## src/recorder_pkg.sv

```systemverilog
package recorder_pkg;
   // ------------------------------------------------------------
   // Clock and timing
   // ------------------------------------------------------------
   localparam int unsigned CLK_PERIOD_NS = 5;
   localparam int unsigned TICK_MS = 250;
   localparam int unsigned TICK_CYCLES = TICK_MS * 1000000 / CLK_PERIOD_NS;
   localparam int unsigned DEGLITCH_MS = 10;
   localparam int unsigned DEGLITCH_CYCLES = DEGLITCH_MS * 1000000 / CLK_PERIOD_NS;
   localparam int unsigned NV_WRITE_MS = 20;
   localparam int unsigned NV_WRITE_CYCLES = NV_WRITE_MS * 1000000 / CLK_PERIOD_NS;
   localparam int unsigned CLEAR_SET_US = 10;
   localparam int unsigned CLEAR_SET_CYCLES = (CLEAR_SET_US * 1000 + CLK_PERIOD_NS - 1)
      / CLK_PERIOD_NS;

   // ------------------------------------------------------------
   // Sizes and reset values
   // ------------------------------------------------------------
   localparam int unsigned USER_MEM_BYTES = 16;
   localparam int unsigned PASSWORD_BYTES = 4;
   localparam logic [31:0] TIME_RESET = 32'h0000_0000;
   localparam logic [15:0] EVENT_RESET = 16'h0000;
   localparam logic [7:0] MEM_RESET = 8'hFF;
   localparam logic [7:0] PASSWORD_RESET = 8'hFF;

   // Nonvolatile write sequencer states
   typedef enum logic [2:0] {
      NV_IDLE = 3'b001,
      NV_HOST = 3'b010,
      NV_COUNT = 3'b100
   } nv_state_t;
endpackage

```

## src/elapsed_time_event_recorder.sv

```systemverilog
// Behaviour
// Count each falling edge of activity in a retained 16-bit event count.
// Accumulate high time of activity in a retained 32-bit elapsed-time count.
// One elapsed-time step equals a quarter second of high time.
// Alert when elapsed time reaches or exceeds its limit.
// Alert when event count reaches or exceeds its limit.
// Polarity bit picks pull-low or released as the active alert state.
// Sixteen bytes of retained user memory, readable and writable by host.
// Hold a four-byte password value.
// After alert clear, re-evaluate and set again within 10 to 150 us.
// Host retained write starts at stop and lasts at most 20 ms.
// End of activity stores updated counts during the next write period.
// Falling edge adds one event and stops elapsed-time advance.
// Host writes refused while activity is high; host must not try.
// Alert stays until condition gone and clear issued.
// Each limit comparison has its own enable gating the alert.
// Quarter-second tick from a prescaler advances time only while high.
`timescale 1ns/100ps
module elapsed_time_event_recorder
   import recorder_pkg::*;
#(
   parameter int unsigned TICK_LEN = TICK_CYCLES,
   parameter int unsigned DEGLITCH_LEN = DEGLITCH_CYCLES,
   parameter int unsigned NV_WRITE_LEN = NV_WRITE_CYCLES
) (
   input wire logic clk,
   input wire logic rst,
   input wire logic activity_in,
   input wire logic alert_clear_command,
   input wire logic alert_polarity_bit,
   input wire logic time_limit_enable,
   input wire logic event_limit_enable,
   input wire logic [31:0] time_limit,
   input wire logic [15:0] event_limit,
   input wire logic host_wr_valid,
   input wire logic host_wr_password,
   input wire logic [3:0] host_wr_addr,
   input wire logic [7:0] host_wr_data,
   input wire logic stop_seen,
   input wire logic [3:0] mem_rd_addr,
   input wire logic [31:0] password_try,
   output logic [7:0] mem_rd_data,
   output logic password_match,
   output logic [31:0] elapsed_time_counter,
   output logic [15:0] event_count,
   output logic [31:0] stored_time,
   output logic [15:0] stored_events,
   output logic activity,
   output logic write_refused,
   output logic nonvolatile_write_period,
   output logic alert_active,
   output logic alert_pin_out,
   output logic alert_pin_oe
);
   logic sync0, sync1, active_d, tick, counts_pending, host_pending;
   logic [31:0] glitch_count, nv_count;
   logic [15:0] holdoff;
   logic [7:0] user_mem [USER_MEM_BYTES];
   logic [7:0] password [PASSWORD_BYTES];
   logic pend_password;
   logic [3:0] pend_addr;
   logic [7:0] pend_data;
   nv_state_t nv_state;
   logic rise, fall, cond, commit_host;

   assign rise = activity && !active_d;
   assign fall = !activity && active_d;
   assign commit_host = (nv_state == NV_HOST) && (nv_count == NV_WRITE_LEN - 1);
   assign cond = (time_limit_enable && elapsed_time_counter >= time_limit)
      || (event_limit_enable && event_count >= event_limit);

   // ------------------------------------------------------------
   // Activity input: synchroniser and deglitch filter
   // ------------------------------------------------------------
   always_ff @(posedge clk or posedge rst) begin
      if (rst) begin
         sync0 <= 1'b0;
         sync1 <= 1'b0;
      end else begin
         sync0 <= activity_in;
         sync1 <= sync0;
      end
   end

   // Level accepted only after staying put for the deglitch time
   always_ff @(posedge clk or posedge rst) begin
      if (rst) begin
         glitch_count <= 32'h0000_0000;
         activity <= 1'b0;
         active_d <= 1'b0;
      end else begin
         active_d <= activity;
         if (sync1 == activity) begin
            glitch_count <= 32'h0000_0000;
         end else if (glitch_count == DEGLITCH_LEN - 1) begin
            glitch_count <= 32'h0000_0000;
            activity <= sync1;
         end else begin
            glitch_count <= glitch_count + 32'h0000_0001;
         end
      end
   end

   tick_prescaler #(.PERIOD(TICK_LEN)) u_tick (
      .clk(clk),
      .rst(rst),
      .run(activity),
      .tick(tick)
   );

   // ------------------------------------------------------------
   // Working counters
   // ------------------------------------------------------------
   always_ff @(posedge clk or posedge rst) begin
      if (rst) begin
         elapsed_time_counter <= TIME_RESET;
         event_count <= EVENT_RESET;
      end else if (rise) begin
         elapsed_time_counter <= stored_time;
         event_count <= stored_events;
      end else if (fall) begin
         event_count <= event_count + 16'h0001;
      end else if (activity && tick) begin
         elapsed_time_counter <= elapsed_time_counter + 32'h0000_0001;
      end
   end

   // ------------------------------------------------------------
   // Host write capture, refused while activity is high
   // ------------------------------------------------------------
   always_ff @(posedge clk or posedge rst) begin
      if (rst) begin
         host_pending <= 1'b0;
         pend_password <= 1'b0;
         pend_addr <= 4'h0;
         pend_data <= 8'h00;
         write_refused <= 1'b0;
      end else begin
         write_refused <= host_wr_valid && (activity || nonvolatile_write_period);
         if (host_wr_valid && !activity && !nonvolatile_write_period) begin
            host_pending <= 1'b1;
            pend_password <= host_wr_password;
            pend_addr <= host_wr_addr;
            pend_data <= host_wr_data;
         end else if (nv_state == NV_IDLE && !counts_pending && stop_seen) begin
            host_pending <= 1'b0;
         end
      end
   end

   // ------------------------------------------------------------
   // Nonvolatile write sequencer
   // ------------------------------------------------------------
   always_ff @(posedge clk or posedge rst) begin
      if (rst) begin
         nv_state <= NV_IDLE;
         nv_count <= 32'h0000_0000;
         counts_pending <= 1'b0;
         nonvolatile_write_period <= 1'b0;
         stored_time <= TIME_RESET;
         stored_events <= EVENT_RESET;
      end else begin
         if (fall) begin
            counts_pending <= 1'b1;
         end
         case (nv_state)
            NV_IDLE: begin
               nv_count <= 32'h0000_0000;
               if (counts_pending && !activity) begin
                  nv_state <= NV_COUNT;
                  counts_pending <= fall;
                  nonvolatile_write_period <= 1'b1;
               end else if (host_pending && stop_seen) begin
                  nv_state <= NV_HOST;
                  nonvolatile_write_period <= 1'b1;
               end
            end
            NV_HOST, NV_COUNT: begin
               if (nv_count == NV_WRITE_LEN - 1) begin
                  nv_state <= NV_IDLE;
                  nonvolatile_write_period <= 1'b0;
                  if (nv_state == NV_COUNT) begin
                     stored_time <= elapsed_time_counter;
                     stored_events <= event_count;
                  end
               end else begin
                  nv_count <= nv_count + 32'h0000_0001;
               end
            end
            default: begin
               nv_state <= NV_IDLE;
               nonvolatile_write_period <= 1'b0;
            end
         endcase
      end
   end

   // ------------------------------------------------------------
   // Retained user memory and password, written at end of period
   // ------------------------------------------------------------
   for (genvar i = 0; i < USER_MEM_BYTES; i++) begin : g_mem
      always_ff @(posedge clk or posedge rst) begin
         if (rst) begin
            user_mem[i] <= MEM_RESET;
         end else if (commit_host && !pend_password && pend_addr == 4'(i)) begin
            user_mem[i] <= pend_data;
         end
      end
   end

   for (genvar j = 0; j < PASSWORD_BYTES; j++) begin : g_pw
      always_ff @(posedge clk or posedge rst) begin
         if (rst) begin
            password[j] <= PASSWORD_RESET;
         end else if (commit_host && pend_password && pend_addr[1:0] == 2'(j)) begin
            password[j] <= pend_data;
         end
      end
   end

   // Registered read port and password compare
   always_ff @(posedge clk or posedge rst) begin
      if (rst) begin
         mem_rd_data <= 8'h00;
         password_match <= 1'b0;
      end else begin
         mem_rd_data <= user_mem[mem_rd_addr];
         password_match <= password_try == {password[3],password[2],password[1],password[0]};
      end
   end

   // ------------------------------------------------------------
   // Alert latch with clear hold-off
   // ------------------------------------------------------------
   always_ff @(posedge clk or posedge rst) begin
      if (rst) begin
         alert_active <= 1'b0;
         holdoff <= 16'h0000;
      end else if (alert_clear_command) begin
         alert_active <= 1'b0;
         holdoff <= 16'(CLEAR_SET_CYCLES);
      end else if (holdoff != 16'h0000) begin
         holdoff <= holdoff - 16'h0001;
      end else if (cond) begin
         alert_active <= 1'b1;
      end
   end

   // Open-drain pin: drives low when enabled
   always_ff @(posedge clk or posedge rst) begin
      if (rst) begin
         alert_pin_out <= 1'b0;
         alert_pin_oe <= 1'b0;
      end else begin
         alert_pin_out <= 1'b0;
         alert_pin_oe <= alert_active ^ alert_polarity_bit;
      end
   end
endmodule // elapsed_time_event_recorder

```

## src/tick_prescaler.sv

```systemverilog
`timescale 1ns/100ps
module tick_prescaler
   import recorder_pkg::*;
#(
   parameter int unsigned PERIOD = TICK_CYCLES
) (
   input wire logic clk,
   input wire logic rst,
   input wire logic run,
   output logic tick
);
   logic [31:0] count;

   // ------------------------------------------------------------
   // Divider, restarts whenever run drops
   // ------------------------------------------------------------
   always_ff @(posedge clk or posedge rst) begin
      if (rst) begin
         count <= 32'h0000_0000;
         tick <= 1'b0;
      end else if (!run) begin
         count <= 32'h0000_0000;
         tick <= 1'b0;
      end else if (count == PERIOD - 1) begin
         count <= 32'h0000_0000;
         tick <= 1'b1;
      end else begin
         count <= count + 32'h0000_0001;
         tick <= 1'b0;
      end
   end
endmodule // tick_prescaler

```

## config.mk

```make
export PLATFORM = sky130hd
export DESIGN_NAME = elapsed_time_event_recorder
export DESIGN_NICKNAME = d
export VERILOG_FILES = /design/src/recorder_pkg.sv /design/src/elapsed_time_event_recorder.sv /design/src/tick_prescaler.sv
export SDC_FILE = /design/constraint.sdc
export NUM_CORES = 1
export LEC_CHECK = 0
export BUFFER_PORTS_ARGS = -buffer_cell sky130_fd_sc_hd__buf_2
export CAP_MARGIN = 10
export CORE_ASPECT_RATIO = 0.5
export CORE_UTILIZATION = 40
export CTS_BUF_LIST = sky130_fd_sc_hd__clkbuf_8
export DETAILED_ROUTE_END_ITERATION = 16
export GPL_TIMING_DRIVEN = 0
export SLEW_MARGIN = 10
export SYNTH_ARGS = -nofsm -noshare
export SYNTH_HDL_FRONTEND = slang
export SYNTH_SLANG_ARGS = --single-unit
```

## constraint.sdc

```tcl
create_clock -name clk -period 19.4 [get_ports clk]
set_input_delay 2.91 -clock clk [delete_from_list [all_inputs] [get_ports clk]]
set_output_delay 2.91 -clock clk [all_outputs]
set_load 0.05 [all_outputs]
```

==> impl_metrics.tcl, run 1 <==
set metrics [dict create \
    die_y_um 161.5 \
    cts_tree "built" \
    p_seq_frac 0.484 \
    num-fill-cells 4711 \
    syn_nets 1917 \
    clk_latency_ps 670 \
    grt_pass1_wl_um 81140 \
    fp-row-count 58 \
    cts_htree_levels 2 \
    finalCritPeriodShare 0.2321 \
    grt_setup_unrepaired "no" \
    num_antenna_cells 0 \
    synth.distinct_cells 68 \
    cpPeakStageDelay_ps 580 \
    ys_seq_area_frac 0.5066 \
    drtIter0Drc 760 \
    multi_input_area_sq_um 9507 \
    cp_max_fo 9 \
    grt_pass1_vias 14490 \
    place_hpwl_um 34780 \
    crit_arrival_ps 1590 \
    synth-edff-count 0 \
    seq_area_sq_um 10310 \
    dr.pass1.iters 5 \
    ir_drop_uv 53.04 \
    yosys-top-cells-area "dfrtp_1, dfstp_2, mux2_2, mux4_2, xor2_1" \
    combPwrFrac 0.099 \
    areaGrowthSynthToFinish_pct 16.52 \
    ant_nets 0 \
    via_count 14490 \
    ys_ff_latch 404 \
    via_per_inst 5.223 \
    worstSetupEndpointType "output pin" \
    finClkSkew_ps 45.08 \
    period_minus_slack_ps 4502 \
    crit_type "reg -> out" \
    startpoint_type "flip-flop" \
    status "finished clean" \
    critPathSlowestCell "dfrtp_1" \
    cp.buffers_inverters 1 \
    cts-buffers-inserted 61 \
    cts-root-buf "clkbuf_8" \
    synth_top_cell_area_share 0.2987 \
    initial_core_util 0.4053 \
    cts_resized 0 \
    cap_violations 0 \
    routed_wirelength_um 50410 \
    p_per_area_nw_per_um2 76.76 \
    synth_flop_cell "dfrtp_1" \
    hold_path.class "reg -> reg" \
    finalSetupViolCount 0 \
    cts_sinks 404 \
    core_area_sq_um 50220 \
    slew_violations 0 \
    cp_cell_sequence "buf_2" \
    gr-total-overflow 0 \
    relSlewSlack 0.1961 \
    synth_area_sq_um 20350 \
    path_clk_slew_ps 80 \
    async_flop_share 1.000 \
    cp_top_family "flip-flops" \
    crit_required_ps 16490 \
    die_area_sq_um 51850 \
    max_freq_ghz 0.2221 \
    antenna_found_initial 0 \
    synthCells 1755 \
    tightestPinTransition_ps 1195 \
    port_buffers 212 \
    nNetsFinal 2195 \
    holdWs_ps 360.0 \
    internal-power_uw 1326 \
    place.gp.congestion 0.8412 \
    syn_avg_cell_area_sq_um 11.60 \
    grt_max_degree 115 \
    io_pins 217 \
    p_leak_uw 0.01074 \
    fin_setup_tns_ps 0 \
    synthTopCellsByCount "dfrtp_1, mux2_2, dfstp_2, nor2_1, nand2_1" \
    yosysWarnings 0 \
    drive_gt1_frac 0.3616 \
    yosys.cell_count.top_type "dfrtp_1" \
    netSwitchingFraction 0.2718 \
    switchingPower_uw 494.8 \
    hold_buffers 0 \
    die_w_um 321.0 \
    cts_setup_buffers 0 \
    synth_top_area_cell "dfrtp_1" \
    grtUsageTotal 0.1968 \
    finalHoldViolCount 0 \
    p_clk_frac 0.417 \
    clockBufferDepth 3 \
    avgRoutedWirePerCell_um 18.17 \
    drcViolationCount 0 \
]
==> final timing paths <==
path                                    startpoint                  endpoint  slack (ps)  cells past startpoint
max                        elapsed_time_counter[6]   elapsed_time_counter[6]       14900                      1
min in group asynchronous                      rst           u_tick.count[3]        2390                      2
max in group asynchronous                      rst            password_match       15540                      4
min                                          sync0                     sync1         360                      0
min reg2reg                                  sync0                     sync1         360                      0
max reg2reg                               activity  elapsed_time_counter[16]       16110                      8
==> kinds of logic after synthesis <==
group,count (synthesis),share of synthesized area
adders and majority gates,56,0.03442
xor gates and xnor gates,135,0.05809
AOI/OAI and AO/OA,191,0.05692
and+or+nand+nor,555,0.1448
other,1,0.0001842
buffers and inverters,139,0.02637
DFF,404,0.5066
muxes,274,0.1726
==> routing by layer <==
| layer | part of all wire | GRT usage | wire, um |
|---|---|---|---|
| met1 | 0.46 | 0.2675 | 23240 |
| met2 | 0.48 | 0.3276 | 24310 |
| met3 | 0.039 | 0.03586 | 1984 |
| met4 | 0.017 | 0.04481 | 876 |
| met5 | 0 | 0 | 0 |
==> cells in the final DEF (no fill, tap or decap), drive strengths merged, types with 10 or more instances in the layout <==
cell type  instances
and4              13
o22ai             17
buf              235
a21oi             66
mux4              40
xor2              94
inv               84
o21ai             55
dfrtp            243
nor3              31
nor2             168
nand3             63
mux2             216
ha                56
and3              33
clkinv            14
mux2i             18
nor4              37
dfstp            161
clkbuf           133
or3               12
a22oi             10
nand2            114
nand4             33
xnor2             41
==> per-stage QoR <==
step           instance area, sq um    util  instances  total power [uW]  worst slack (ps)
6_report                      23720  0.4723       2775              1821             14900
3_3_place_gp                  22280  0.4436       2657              1075             543.6
2_1_floorplan                 20350       -       1755              1009              5519
3_5_place_dp                  22370  0.4454       2660              1081             14120
4_1_cts                       23720  0.4723       2775              1853             14850
5_1_grt                       23720  0.4723       2775              1915             14830
==> power by group through the flow <==
stage               Combinational [uW]  Clock, uW  Sequential [uW]
finish                             180        759              882
CTS                                185        786              882
global route                       203        828              885
detailed placement                 185          0              896
global placement                   179          0              895
floorplan                          114          0              895
==> registers in the layout, indices dropped and copies added (netlist names), 3 cells and up, named ones only <==
signal	flops
event_count	16
stored_time	32
password	32
mem_rd_data	8
nv_state	3
stored_events	16
elapsed_time_counter	32
glitch_count	32
holdoff	16
pend_addr	4
user_mem	128
nv_count	32
pend_data	8
u_tick.count	32
==> area by class of cell <==
class | count | share of cell area
plain buffers | 71 | 0.01187
repair buffers | 215 | 0.04822
well taps | 690 | 0.03640
multi-input cells | 1212 | 0.4008
flip-flops and latches | 404 | 0.4347
inverters | 68 | 0.01108
clock inverters | 33 | 0.009285
clock buffers | 82 | 0.04758
Power figures use the tool's default switching activity.
==> run 2, diff against run 1 <==
==> constraint.sdc (replaced) <==
create_clock -name clk -period 3.7 [get_ports clk]
set_input_delay 0.555 -clock clk [delete_from_list [all_inputs] [get_ports clk]]
set_output_delay 0.555 -clock clk [all_outputs]
set_load 0.05 [all_outputs]
==> impl_metrics.tcl, run 2 (synthesis results as in run 1) <==
set metrics [dict create \
    status "finished clean" \
    holdPathStages 2 \
    hold_path.class "in -> reg" \
    holdCritStartpoint "alert_polarity_bit" \
    p_leak_uw 0.01076 \
    crit_type "reg -> reg" \
    place_hpwl_um 35540 \
    clk_latency_ps 650 \
    crit_required_ps 4180 \
    dr.pass1.iters 5 \
    final_cell_mix "dfrtp_1, buf_2, mux2_2" \
    hold_end "alert_pin_oe" \
    finalSetupViolCount 0 \
    drtIter0Drc 773 \
    drive_gt1_frac 0.3594 \
    die_y_um 161.5 \
    use_met2 0.3216 \
    rrSetupSlack_ps 420 \
    grt_pass1_wl_um 80860 \
    via_count 14500 \
    finalHoldViolCount 0 \
    ant_nets 0 \
    groute.layer.met3.usage 0.03436 \
    path_clk_slew_ps 70 \
    cap_violations 0 \
    grt_pass1_vias 14380 \
    via_per_inst 5.220 \
    hold_buffers 2 \
    tightestPinTransition_ps 1157 \
    io_pins 217 \
    initial_core_util 0.4053 \
    drcViolationCount 0 \
    busiest_layer "met2" \
    cts-root-buf "clkbuf_8" \
    cp_max_fo 10 \
    fin_cells 2778 \
    cts_htree_levels 2 \
    worst_r2r_endpoint "elapsed_time_counter[20]" \
    cts_setup_buffers 0 \
    dp_cells 2670 \
    cpPeakStageDelay_ps 700 \
    cts_sinks 404 \
    startpoint_type "flip-flop" \
    routed_wirelength_um 50240 \
    max_freq_ghz 0.3053 \
    port_buffers 212 \
    gr-total-overflow 0 \
    die_area_sq_um 51850 \
    power_uw 9234 \
    grtUsageTotal 0.1968 \
    clockBufferDepth 3 \
    r2r-start "activity" \
    cp_cell_sequence "clkbuf_1, inv_1, ha_1, nor2_1, clkbuf_1, nand2_1, mux2i_1, a21oi_1" \
    largest_reg_flops 128 \
    finClkSkew_ps 33.78 \
    ir_drop_uv 252.2 \
    worstSetupEndpointType "flip-flop" \
    grt_max_degree 39 \
    cpMostUsedCell "clkbuf_1" \
    core_area_sq_um 50220 \
    nNetsFinal 2204 \
    grt_util_met1 0.2723 \
    avgRoutedWirePerCell_um 18.08 \
    grt_setup_unrepaired "no" \
    areaGrowthSynthToFinish_pct 16.78 \
    num-fill-cells 4662 \
    finalCritPeriodShare 0.8852 \
    p_per_area_nw_per_um2 388.5 \
    cp_top_family "buffers and inverters" \
    cts-buffers-inserted 58 \
    critPathSlowestCell "nor2_1" \
    cp.buffers_inverters 3 \
    antenna_found_initial 1 \
    period_minus_slack_ps 3275 \
    die_w_um 321.0 \
    relSlewSlack 0.2217 \
    layout_commonest_cell "dfrtp_1" \
    cts_resized 0 \
    top_register "user_mem" \
    worst_r2r_path_depth 8 \
    slew_violations 0 \
    cts_tree "built" \
    fp-row-count 58 \
    crit_arrival_ps 3760 \
    place.gp.congestion 0.8805 \
]
[run 2: cell type report]
cell class	count	area, sq um	area share
inverters	68	259.0	0.01090
clock inverters	35	219.0	0.009212
plain buffers	71	281.5	0.01184
clock buffers	70	963.4	0.04053
flip-flops and latches	404	10310	0.4338
repair buffers	227	1356	0.05706
well taps	690	863.3	0.03632
diodes	1	2.502	0.0001053
multi-input cells	1212	9513	0.4002
[run 2: power breakdown]
group / switching [uW] / total [uW] / leakage [uW] / internal [uW]
sequential: 89.7 / 4620 / 0.00497 / 4530
combinational: 654 / 964 / 0.00510 / 310
clock: 1790 / 3650 / 0.000692 / 1860
[run 2: per-layer routing]
layer  vias up  wire length (um)
met5         -                 0
met4         0              1038
met3        66              2090
met2       272             24110
met1      7308             22990
li1       6855                 -
[run 2: worst max path at each step]
stage / start / end / slack [ps] / cells after the start
3_3_place_gp: rst / glitch_count[22] / -4820 / 2
4_1_cts: activity / elapsed_time_counter[20] / 410 / 8
6_report: activity / elapsed_time_counter[20] / 420 / 8
2_1_floorplan: rst / async pin / -2170 / 1
3_5_place_dp: activity / elapsed_time_counter[16] / 450 / 8
5_1_grt: activity / elapsed_time_counter[16] / 160 / 8
[run 2: through the flow]
step	instance area (sq um)	setup TNS, ps	setup WS [ps]	utilization	hold WS [ps]
floorplan	20360	-639780	-2165	-	331.2
global placement	22280	-1584780	-4820	0.4437	340.4
detailed placement	22560	0	453.6	0.4492	342.7
CTS	23760	0	409.0	0.4731	3.406
global route	23770	0	159.3	0.4733	23.03
finish	23770	0	424.9	0.4733	80.52
